--- src/ipf_pkg.sv ---
// Package for the instruction prefetch and bus sequencer
package ipf_pkg;
  localparam int ADDR_W = 32;
  localparam int DATA_W = 32;
  localparam int WORD_W = 16;
  // Port width codes
  localparam logic [1:0] PORT_8 = 2'h0;
  localparam logic [1:0] PORT_16 = 2'h1;
  localparam logic [1:0] PORT_32 = 2'h2;
  // Operand size codes
  localparam logic [1:0] SZ_BYTE = 2'h0;
  localparam logic [1:0] SZ_WORD = 2'h1;
  localparam logic [1:0] SZ_LONG = 2'h2;
  // Three bytes in one cycle, for a long word that starts at byte offset one or three
  localparam logic [1:0] SZ_TRIPLE = 2'h3;
  localparam logic [1:0] ALIGN_MASK = 2'h3;
  localparam logic [ADDR_W-1:0] LONG_STEP = 32'h0000_0004;
  localparam logic [ADDR_W-1:0] WORD_STEP = 32'h0000_0002;
  localparam logic [ADDR_W-1:0] LW_BASE_MASK = 32'hffff_fffc;

  typedef enum logic [1:0] {IPF_IDLE, IPF_FETCH, IPF_OPER} ipf_bus_state_t;

  // Request from the execution sequencer
  typedef struct packed {
    logic valid;
    logic write;
    logic [1:0] size;
    logic [ADDR_W-1:0] addr;
    logic [DATA_W-1:0] wdata;
  } ipf_op_req_t;

  // External bus cycle
  typedef struct packed {
    logic start;
    logic write;
    logic fetch;
    logic [1:0] size;
    logic [ADDR_W-1:0] addr;
    logic [DATA_W-1:0] wdata;
  } ipf_bus_req_t;
endpackage

--- src/ipf_sequencer.sv ---
// Instruction prefetch and bus sequencing front end
// Contract
// - The cache holds instruction words only and never serves operand reads or writes.
// - A fetch that hits in the cache returns its word the cycle after the lookup, except while a fetch read runs.
// - A cache miss starts an external read while execution of earlier instructions continues.
// - External fetches are long-word reads and the second word is kept so the next fetch needs no bus cycle.
// - An odd-word fetch also reads the even word, together on a 32-bit port, even word first on narrow ports.
// - An even-word fetch reads both words of the long word and keeps the odd word for the next fetch.
// - Operands that do not fit the port in one cycle are split automatically; a 32-bit port splits only at long-word boundaries.
// - The bus controller runs operand cycles while the sequencer works on addresses or condition codes.
// - A sequencer request made while a cycle runs is queued and issued when the current cycle ends, or after the read for a pending cache miss.
// - A status register write can finish before an earlier queued write completes, so software adds a no-op.
module ipf_sequencer
  import ipf_pkg::*;
#(
  parameter int ADDR_W_P = ADDR_W
) (
  // Clock and reset
  input wire logic SYS_CLK,
  input wire logic RESET,
  // Configuration
  input wire logic [1:0] PORT_WIDTH,
  // Instruction fetch from sequencer
  input wire logic FETCH_REQ,
  input wire logic FETCH_BRANCH,
  input wire logic [ADDR_W-1:0] FETCH_ADDR,
  output logic FETCH_VALID,
  output logic [WORD_W-1:0] FETCH_WORD,
  // Instruction cache lookup
  output logic CACHE_LOOKUP,
  output logic [ADDR_W-1:0] CACHE_ADDR,
  input wire logic CACHE_HIT,
  input wire logic [WORD_W-1:0] CACHE_WORD,
  // Operand request from sequencer
  input wire ipf_pkg::ipf_op_req_t OP_REQ,
  output logic OP_ACCEPT,
  output logic OP_DONE,
  output logic [DATA_W-1:0] OP_RDATA,
  output logic OP_PENDING,
  // External bus
  output ipf_pkg::ipf_bus_req_t BUS_REQ,
  input wire logic BUS_ACK,
  input wire logic [DATA_W-1:0] BUS_RDATA
);
  import ipf_pkg::*;

  typedef struct packed {
    ipf_bus_state_t st;
    logic lw_valid;
    logic [ADDR_W-1:0] lw_addr;
    logic [WORD_W-1:0] lw_even;
    logic [WORD_W-1:0] lw_odd;
    logic half_done;
    logic [ADDR_W-1:0] f_addr;
    logic q_valid;
    logic m_pend;
    logic pend;
    ipf_op_req_t q;
    logic [ADDR_W-1:0] o_addr;
    logic [2:0] o_left;
    logic [DATA_W-1:0] o_acc;
    ipf_bus_req_t bus;
    logic f_valid;
    logic [WORD_W-1:0] f_word;
    logic c_lookup;
    logic [ADDR_W-1:0] c_addr;
    logic o_accept;
    logic o_done;
    logic [DATA_W-1:0] o_rdata;
  } ipf_state_t;

  ipf_state_t s_reg, s_next;
  logic in_buf;
  logic [ADDR_W-1:0] fbase;
  logic [2:0] nbytes;
  logic [2:0] chunk;
  logic [1:0] lane;
  logic miss_now;
  logic [2:0] first;
  logic [2:0] nchunk;
  logic [ADDR_W-1:0] o_addr_nx;
  logic [DATA_W-1:0] acc_nx;

  // Bytes a single cycle can move from the current address
  function automatic logic [2:0] chunk_len(input logic [1:0] pw, input logic [1:0] off, input logic [2:0] left);
    logic [2:0] room;
    room = 3'h4 - {1'b0, off};
    if (pw == PORT_8) room = 3'h1;
    else if (pw == PORT_16) room = 3'h2 - {2'h0, off[0]};
    chunk_len = (left < room) ? left : room;
  endfunction

  // Size code names what one cycle really moves, so no cycle crosses a long word
  function automatic logic [1:0] size_code(input logic [2:0] n);
    size_code = SZ_LONG;
    if (n == 3'h1) size_code = SZ_BYTE;
    else if (n == 3'h2) size_code = SZ_WORD;
    else if (n == 3'h3) size_code = SZ_TRIPLE;
  endfunction

  always_comb begin
    s_next = s_reg;
    s_next.f_valid = 1'b0;
    s_next.o_accept = 1'b0;
    s_next.o_done = 1'b0;
    s_next.c_lookup = 1'b0;
    s_next.bus.start = 1'b0;
    fbase = FETCH_ADDR & LW_BASE_MASK;
    in_buf = s_reg.lw_valid && (s_reg.lw_addr == fbase);
    nbytes = 3'h1;
    if (s_reg.q.size == SZ_WORD) nbytes = 3'h2;
    else if (s_reg.q.size == SZ_LONG) nbytes = 3'h4;
    lane = s_reg.o_addr[1:0] & ALIGN_MASK;
    chunk = chunk_len(PORT_WIDTH, lane, s_reg.o_left);
    first = chunk_len(PORT_WIDTH, s_reg.q.addr[1:0], nbytes);
    o_addr_nx = s_reg.o_addr + {29'h0, chunk};
    nchunk = chunk_len(PORT_WIDTH, o_addr_nx[1:0], s_reg.o_left - chunk);
    // Addressed bytes arrive in the top lanes; shift them in behind earlier beats
    acc_nx = (s_reg.o_acc << {chunk, 3'h0}) | (BUS_RDATA >> (6'(DATA_W) - {chunk, 3'h0}));
    miss_now = s_reg.c_lookup && !CACHE_HIT
               && !(s_reg.lw_valid && s_reg.lw_addr == (s_reg.c_addr & LW_BASE_MASK));
    // A miss seen while the bus is busy waits here instead of being lost
    if (miss_now) s_next.m_pend = 1'b1;
    if (FETCH_BRANCH) s_next.lw_valid = 1'b0;
    // Cache only answers fetches; operands never look it up
    if (FETCH_REQ) begin
      s_next.c_lookup = 1'b1;
      s_next.c_addr = FETCH_ADDR;
    end
    // Hit delivered straight away
    if (s_reg.c_lookup && CACHE_HIT && s_reg.st != IPF_FETCH) begin
      s_next.f_valid = 1'b1;
      s_next.f_word = CACHE_WORD;
    end
    // Held second word serves the next fetch without a bus cycle
    if (FETCH_REQ && !FETCH_BRANCH && in_buf) begin
      s_next.f_valid = 1'b1;
      s_next.f_word = FETCH_ADDR[1] ? s_reg.lw_odd : s_reg.lw_even;
      s_next.c_lookup = 1'b0;
    end
    // Queue one operand request; accepted while the bus is busy
    if (OP_REQ.valid && !s_reg.q_valid) begin
      s_next.q_valid = 1'b1;
      s_next.q = OP_REQ;
      s_next.o_accept = 1'b1;
    end
    unique case (s_reg.st)
      IPF_IDLE: begin
        // Misses start a long-word read; fetches have priority over operands
        if (miss_now || s_reg.m_pend) begin
          s_next.st = IPF_FETCH;
          s_next.m_pend = 1'b0;
          s_next.f_addr = s_reg.c_addr;
          s_next.half_done = 1'b0;
          s_next.bus = '{start: 1'b1, write: 1'b0, fetch: 1'b1, size: SZ_LONG,
                         addr: s_reg.c_addr & LW_BASE_MASK, wdata: '0};
        end else if (s_reg.q_valid) begin
          s_next.st = IPF_OPER;
          s_next.q_valid = 1'b0;
          s_next.o_addr = s_reg.q.addr;
          s_next.o_left = nbytes;
          s_next.o_acc = '0;
          s_next.bus.write = s_reg.q.write;
          s_next.bus.fetch = 1'b0;
          s_next.bus.addr = s_reg.q.addr;
          s_next.bus.wdata = s_reg.q.wdata;
          s_next.bus.start = 1'b1;
          s_next.bus.size = size_code(first);
        end
      end
      IPF_FETCH: begin
        if (BUS_ACK) begin
          if (PORT_WIDTH == PORT_32) begin
            // Both words of the long word arrive together
            s_next.lw_even = BUS_RDATA[DATA_W-1:WORD_W];
            s_next.lw_odd = BUS_RDATA[WORD_W-1:0];
            s_next.half_done = 1'b1;
          end else if (!s_reg.half_done) begin
            s_next.lw_even = BUS_RDATA[DATA_W-1:WORD_W];
            s_next.half_done = 1'b1;
            s_next.bus.start = 1'b1;
            s_next.bus.size = SZ_WORD;
            s_next.bus.addr = (s_reg.f_addr & LW_BASE_MASK) + WORD_STEP;
          end else begin
            s_next.lw_odd = BUS_RDATA[DATA_W-1:WORD_W];
          end
          // A narrow port returns one word per cycle; 8-bit dynamic sizing left to bus logic
          if (PORT_WIDTH == PORT_32 || s_reg.half_done) begin
            s_next.st = IPF_IDLE;
            s_next.lw_valid = !FETCH_BRANCH;
            s_next.lw_addr = s_reg.f_addr & LW_BASE_MASK;
            s_next.f_valid = 1'b1;
            s_next.f_word = s_reg.f_addr[1] ? BUS_RDATA[WORD_W-1:0]
                          : (PORT_WIDTH == PORT_32 ? BUS_RDATA[DATA_W-1:WORD_W] : s_reg.lw_even);
            if (s_reg.f_addr[1] && PORT_WIDTH != PORT_32) s_next.f_word = BUS_RDATA[DATA_W-1:WORD_W];
          end
        end
      end
      IPF_OPER: begin
        if (BUS_ACK) begin
          // Split into more cycles until every byte has moved
          if (!s_reg.bus.write) s_next.o_acc = acc_nx;
          s_next.o_left = s_reg.o_left - chunk;
          s_next.o_addr = o_addr_nx;
          if (s_reg.o_left == chunk) begin
            s_next.st = IPF_IDLE;
            s_next.o_done = 1'b1;
            s_next.o_rdata = s_reg.bus.write ? '0 : acc_nx;
          end else begin
            s_next.bus.start = 1'b1;
            s_next.bus.addr = o_addr_nx;
            s_next.bus.size = size_code(nchunk);
          end
        end
      end
      default: s_next.st = IPF_IDLE;
    endcase
    s_next.pend = s_next.q_valid || s_next.st == IPF_OPER;
  end

  always_ff @(posedge SYS_CLK or posedge RESET) begin
    if (RESET) s_reg <= '0;
    else s_reg <= s_next;
  end

  assign FETCH_VALID = s_reg.f_valid;
  assign FETCH_WORD = s_reg.f_word;
  assign CACHE_LOOKUP = s_reg.c_lookup;
  assign CACHE_ADDR = s_reg.c_addr;
  assign OP_ACCEPT = s_reg.o_accept;
  assign OP_DONE = s_reg.o_done;
  assign OP_RDATA = s_reg.o_rdata;
  assign OP_PENDING = s_reg.pend;
  assign BUS_REQ = s_reg.bus;
endmodule // ipf_sequencer

--- config.mk ---
export PLATFORM = sky130hd
export DESIGN_NAME = ipf_sequencer
export DESIGN_NICKNAME = d
export VERILOG_FILES = /design/src/ipf_pkg.sv /design/src/ipf_sequencer.sv
export SDC_FILE = /design/constraint.sdc
export NUM_CORES = 1
export LEC_CHECK = 0
export BUFFER_PORTS_ARGS = -buffer_cell sky130_fd_sc_hd__buf_2
export CORE_AREA = 3 3 205 207
export CTS_CLUSTER_SIZE = 25
export DETAILED_ROUTE_END_ITERATION = 10
export DIE_AREA = 0 0 208 210
export PLACE_DENSITY = 0.8
export SLEW_MARGIN = 10
export SYNTH_ARGS = -nofsm -noshare
export SYNTH_HDL_FRONTEND = slang
export SYNTH_SLANG_ARGS = --single-unit
--- constraint.sdc ---
create_clock -name SYS_CLK -period 35.5 [get_ports SYS_CLK]
set_input_delay 5.325 -clock SYS_CLK [delete_from_list [all_inputs] [get_ports SYS_CLK]]
set_output_delay 5.325 -clock SYS_CLK [all_outputs]
set_load 0.1 [all_outputs]
# Yosys cells after proc, flatten, opt, wreduce, memory -nomap -nowiden
# Index checks and enable logic that the tools add are counted.
[op_classes]
addsub = 10
magnitude_cmp = 3
n_eq_ne = 29
n_shift = 2
mux = 69
n_bitwise = 1
n_reduce_logical = 34
[ops]
columns = ["operator", "n"]
rows = [
  ["$mux W33", 6],
  ["$mux W34", 5],
  ["$mux W136", 1],
  ["$mux W68", 2],
  ["$pmux W67 S2", 1],
  ["$pmux W34 S3", 1],
  ["$mux W16", 6],
  ["$mux W69", 1],
  ["$mux W17", 4],
  ["$mux W67", 1],
  ["$mux W65", 1],
  ["$mux W32", 2],
  ["$eq A30 B30 Y1", 2],
  ["$mux W35", 1],
  ["$mux W3", 11],
  ["$add A32 B2 Y32 const B", 1],
  ["$add A32 B3 Y32", 1],
  ["$or A32 B32 Y32", 1],
  ["$shl A32 B6 Y32", 1],
  ["$shr A32 B6 Y32", 1],
  ["$ne A2 B2 Y1 const B", 10],
  ["$mux W18", 1],
  ["$mux W2", 9],
  ["$reduce_and A3 Y1", 5],
  ["other kinds (26)", 73],
]
[word_totals]
regBits = 388
inputBits = 156
output_inout_bits = 154

# Depth between registers and ports, before layout
[depth]
depth_word = 18
mapped_depth = 23
ltp_nobuf = 22

# Least setup slack after synthesis
# No wires, ideal clock.
[synth_path]
path_type = "input port to flip-flop"
start = "in PORT_WIDTH[1]"
end = "reg s_reg, in the netlist BUS_REQ[64]"
arrival_time_ps = 9557
required_ps = 35423
setup_slack_ps = 25865
cell_stages = 21
cell_sequence = "nand2b_1 -> o21ai_0 -> inv_1 -> ha_1 -> o21ai_0 -> nand2_1 -> a21oi_1 -> clkbuf_1 -> ha_1 -> inv_1 -> fa_1 -> ha_1 -> a21oi_1 -> ha_1 -> nor3b_1 -> a211oi_1 -> nor2_1 -> a2111o_1 -> a21oi_1 -> a21oi_1 -> a21oi_1"
[synth_via]
elab_chain_len = 18
elab_cells_between_ends = 40
cone_classes = "add/sub: 4; order compare: 3; eq/ne: 11; mux: 20; reduce/logical: 2"
[synth_lines]
columns = ["element", "line_no", "source"]
rows = [
  ["start: declaration", "ipf_sequencer.sv:22", "input wire logic [1:0] PORT_WIDTH,"],
  ["$eq A2 B1 Y1", "ipf_sequencer.sv:89", "else if (pw == PORT_16) room = 3'h2 - {2'h0, off[0]};"],
  ["$mux W3", "ipf_sequencer.sv:89", ""],
  ["$mux W3", "ipf_sequencer.sv:88", "if (pw == PORT_8) room = 3'h1;"],
  ["$lt A3 B3 Y1", "ipf_sequencer.sv:90", "chunk_len = (left < room) ? left : room;"],
  ["$mux W3", "ipf_sequencer.sv:90", ""],
  ["$add A32 B3 Y32", "ipf_sequencer.sv:116", "o_addr_nx = s_reg.o_addr + {29'h0, chunk};"],
  ["$sub A3 B2 Y3 or $sub A2 B1 Y3 (tied branches)", "ipf_sequencer.sv:87, ipf_sequencer.sv:89", ""],
  ["$mux W3", "ipf_sequencer.sv:89", ""],
  ["[2 not listed]", "-", ""],
  ["$mux W3", "ipf_sequencer.sv:90", ""],
  ["$eq A3 B2 Y1", "ipf_sequencer.sv:98", "else if (n == 3'h3) size_code = SZ_TRIPLE;"],
  ["$mux W1", "ipf_sequencer.sv:98", ""],
  ["$mux W2", "ipf_sequencer.sv:97", "else if (n == 3'h2) size_code = SZ_WORD;"],
  ["$mux W2", "ipf_sequencer.sv:96", "if (n == 3'h1) size_code = SZ_BYTE;"],
  ["$mux W34", "ipf_sequencer.sv:205", "if (s_reg.o_left == chunk) begin"],
  ["$mux W34", "ipf_sequencer.sv:200", "if (BUS_ACK) begin"],
  ["$pmux W34 S3", "ipf_sequencer.sv:147", "unique case (s_reg.st)"],
  ["end signal: assignment", "ipf_sequencer.sv:223", "else s_reg <= s_next;"],
  ["end: declaration", "ipf_sequencer.sv:72", "ipf_state_t s_reg, s_next;"],
]
# Parallel ways exist; a longest one is shown, timed or not. The select of a mux whose other input is x is not followed.
# A chain may end at the register's enable or synchronous reset.

# Worst setup path in the final report
# Same ends and word-level chain as after synthesis.

==> out/metrics.csv <==
stage,metric,value,unit
outcome,status,completed,
drt,DRC Markers,0,
job,max_cap viols,0,
setup_path,CP required,36.01,ns
min_path,worst hold path type,reg -> reg,
yosys,post-synthesis area per instance,10.2,um^2
clock_network,post-CTS resize count,0,
global_route,overflow left after global routing,0,
clock_network,"Clk pin slew, worst setup/hold paths",0.07,ns
global_route,M1 GR Usage,36.5,%
yosys,post-synth cell types,71,
yosys,"Seq/Total Area, Yosys",46.1,%
setup_path,WP data arrival,10.21,ns
yosys,"Top FF cell, synth",dfrtp_1,
yosys,Synth area leader,dfrtp_1,
setup_path,"Max FO, Critical Path",14,
setup_path,Crit path largest cell delay,0.57,ns
yosys,syn nets,2243,
finish,flip-flop and latch area,0.00968,mm^2
sta,Period minus WS final,9.70,ns
finish,fin area,0.0232,mm^2
drt,Final ANT Viol Nets,0,
finish,multi-input logic area,0.00955,mm^2
sta,Final Hold Viols,0,
yosys,"top cells by area, synth","dfrtp_1, mux2_2, buf_4",
drt,drt initial violations,1975,
yosys,register bit total from synthesis,387,
die,standard-cell row count,74,
setup_path,cell repeated most along the worst path,a21oi_1,
global_route,first-pass GRT wire length,97300,um
sta,RSZ-0062 raised after global routing,no,
sta,FMAX,103,MHz
global_route,initial antenna violation count,2,
sta,Final Max Slew Viols,0,
drt,Avg WL per Cell,23.0,um
sta,Fin Setup TNS,0,ns
sta,Setup Skew,0.0296,ns
drt,total iterations of the first detailed-routing run,6,
sta,Slew Limit Headroom,20.4,%
clock_network,cts bufs inserted,43,
finish,max reg flops,231,
yosys,Post-synth ARST share,100,%
die,Core ar.,0.0406,mm^2
sta,period utilization,27.3,%
global_route,GR Util All Layers,27.9,%
yosys,Netlist Area Pre-Place,0.0210,mm^2
global_route,pin count of the biggest net entering global routing,98,
place,DP Wirelength,44200,um
place,GP Congestion,0.957,
finish,share of cells above drive strength 1,28.4,%
global_route,GR peak layer,met2,
clock_network,clock tree from TritonCTS,built,
setup_path,crit end category,flip-flop,
yosys,Synth top area share,46.1,%
global_route,met2 Usage GRT,46.4,%
finish,Final nets,2332,
die,Initial Util,51.8,%
global_route,met3 GRT Util,4.18,%
clock_network,CTS Hold Bufs,0,
clock_network,root buffer cell,clkbuf_16,
die,Die Y,210,um
die,DIE WIDTH,208,um
place,DP Area,0.0218,mm^2
clock_network,Setup Buffers After CTS,0,
sta,"Setup violations, final",0,
drt,final wirelength,62500,um
yosys,"EDFF count, synth",0,
clock_network,Sink Count,387,
drt,total number of vias,16900,
die,die footprint,0.0437,mm^2
sta,Tightest Pin Transition,1.19,ns
place,port bufs,309,
setup_path,CP Cell Sequence,buf_2 > nand2b_1 > o21ai_0 > inv_1 > ha_1 > o21ai_0 > a22oi_1 > mux2_2 > inv_2 > fa_1 > ha_1 > a21oi_1 > ha_1 > nor3b_1 > a211oi_1 > nor2_1 > a2111o_1 > a21oi_1 > a21oi_1 > a21oi_1,
yosys,Cells after Synth,2059,
clock_network,H-Tree Depth,2,
setup_path,startpoint types,input port,
setup_path,Setup Crit Path Kind,in -> reg,
yosys,Synth Warn #,0,
finish,area grow syn2layout,10.5,%
finish,filler cell count,3478,
clock_network,clock tree buffer depth,3,
drt,Via density,6.21,
setup_path,Crit-path slowest cell,mux2_2,
clock_network,"Clk Latency, worst-skew pair",0.59,ns
global_route,number of global-route vias before repair,16900,
finish,fin util,57.2,%
die,IO Count,310,
[worst max-delay path: cells and delay by family]
kind	cells	cell delay, ns
AO/OA/AOI/OAI	9	2.19
adder cells (fa/ha/maj)	4	1.28
multiplexers	1	0.57
buffers and inverters	3	0.47
AND/OR/NAND/NOR	3	0.36
[cell type report]
class	count	area share [%]
multi-input cells	1347	41.2
repair buffers	331	7.38
flip-flops and latches	387	41.8
clock inverters	14	0.691
clock buffers	64	5.41
inverters	38	0.648
diodes	2	0.0216
well taps	532	2.87
[layout by cell type (no fill, tap or decap), types with 40 or more instances in the layout]
cell type / count
dfrtp_1: 387
buf_2: 309
nand2_1: 237
mux2_2: 193
o21ai_0: 127
nor2_1: 107
a21oi_1: 78
mux2i_1: 62
a221oi_1: 57
xnor2_1: 55
clkbuf_16: 43
a22o_1: 40
xor2_1: 40
[metal layers]
metal	wire (um)	vias up
met5	0	-
met4	3130	0
met3	4780	192
met2	30300	846
met1	24300	8381
li1	-	7452
[path summary, 6_finish.rpt]
kind                                              start                       to  slack (ns)  cells past startpoint
worst max register to register      lane[0]$_DFFE_PP0P_  BUS_REQ[64]$_DFFE_PP0P_       30.26                     21
worst min register to register  BUS_REQ[43]$_DFFE_PP0P_  BUS_REQ[43]$_DFFE_PP0P_        0.48                      2
min in group asynchronous                         RESET    FETCH_VALID$_DFF_PP0_        4.86                      2
worst min-delay path            BUS_REQ[43]$_DFFE_PP0P_  BUS_REQ[43]$_DFFE_PP0P_        0.48                      2
worst max-delay path                      PORT_WIDTH[1]  BUS_REQ[64]$_DFFE_PP0P_       25.80                     20
max in group asynchronous                         RESET  BUS_REQ[22]$_DFFE_PP0P_       28.09                      4
[synth_stat cells (11+ instances only)]
library cell and n:
a211oi_1 24, a21oi_1 80, a221o_1 14, a221oi_1 57, a22o_1 40, a22oi_1 18
buf_2 20, buf_4 154, clkbuf_1 103, dfrtp_1 387, ha_1 26, inv_1 36
mux2_2 193, mux2i_1 62, nand2_1 238, nand3_1 26, nand4_1 15, nor2_1 107
nor3_1 18, nor4_1 11, o211ai_1 21, o21ai_0 127, o22ai_1 25, o31ai_1 37
xnor2_1 55, xor2_1 40
[through the flow]
| stage | std cells | hold WS, ns | worst slack (ns) |
|---|---|---|---|
| floorplan | 2059 | 0.446 | 19.42 |
| global placement | 2635 | 0.459 | 25.44 |
| detailed placement | 2635 | 0.467 | 25.32 |
| CTS | 2713 | 0.480 | 25.96 |
| global route | 2715 | 0.509 | 25.51 |
| finish | 2715 | 0.477 | 25.80 |
[logic make-up after synthesis]
family                     count (synthesis)  synth area share, %
and+or+nand+nor                          466                 9.72
xor gates and xnor gates                  95                 3.96
buffers and inverters                    325                 8.75
AOI/OAI and AO/OA                        503                 16.4
muxes                                    255                 13.3
adders and majority gates                 28                 1.74
DFF                                      387                 46.1
Power is left out: the tool's default activity adds up to more than one toggle a clock period on the data nets, which glitch-free logic cannot reach.
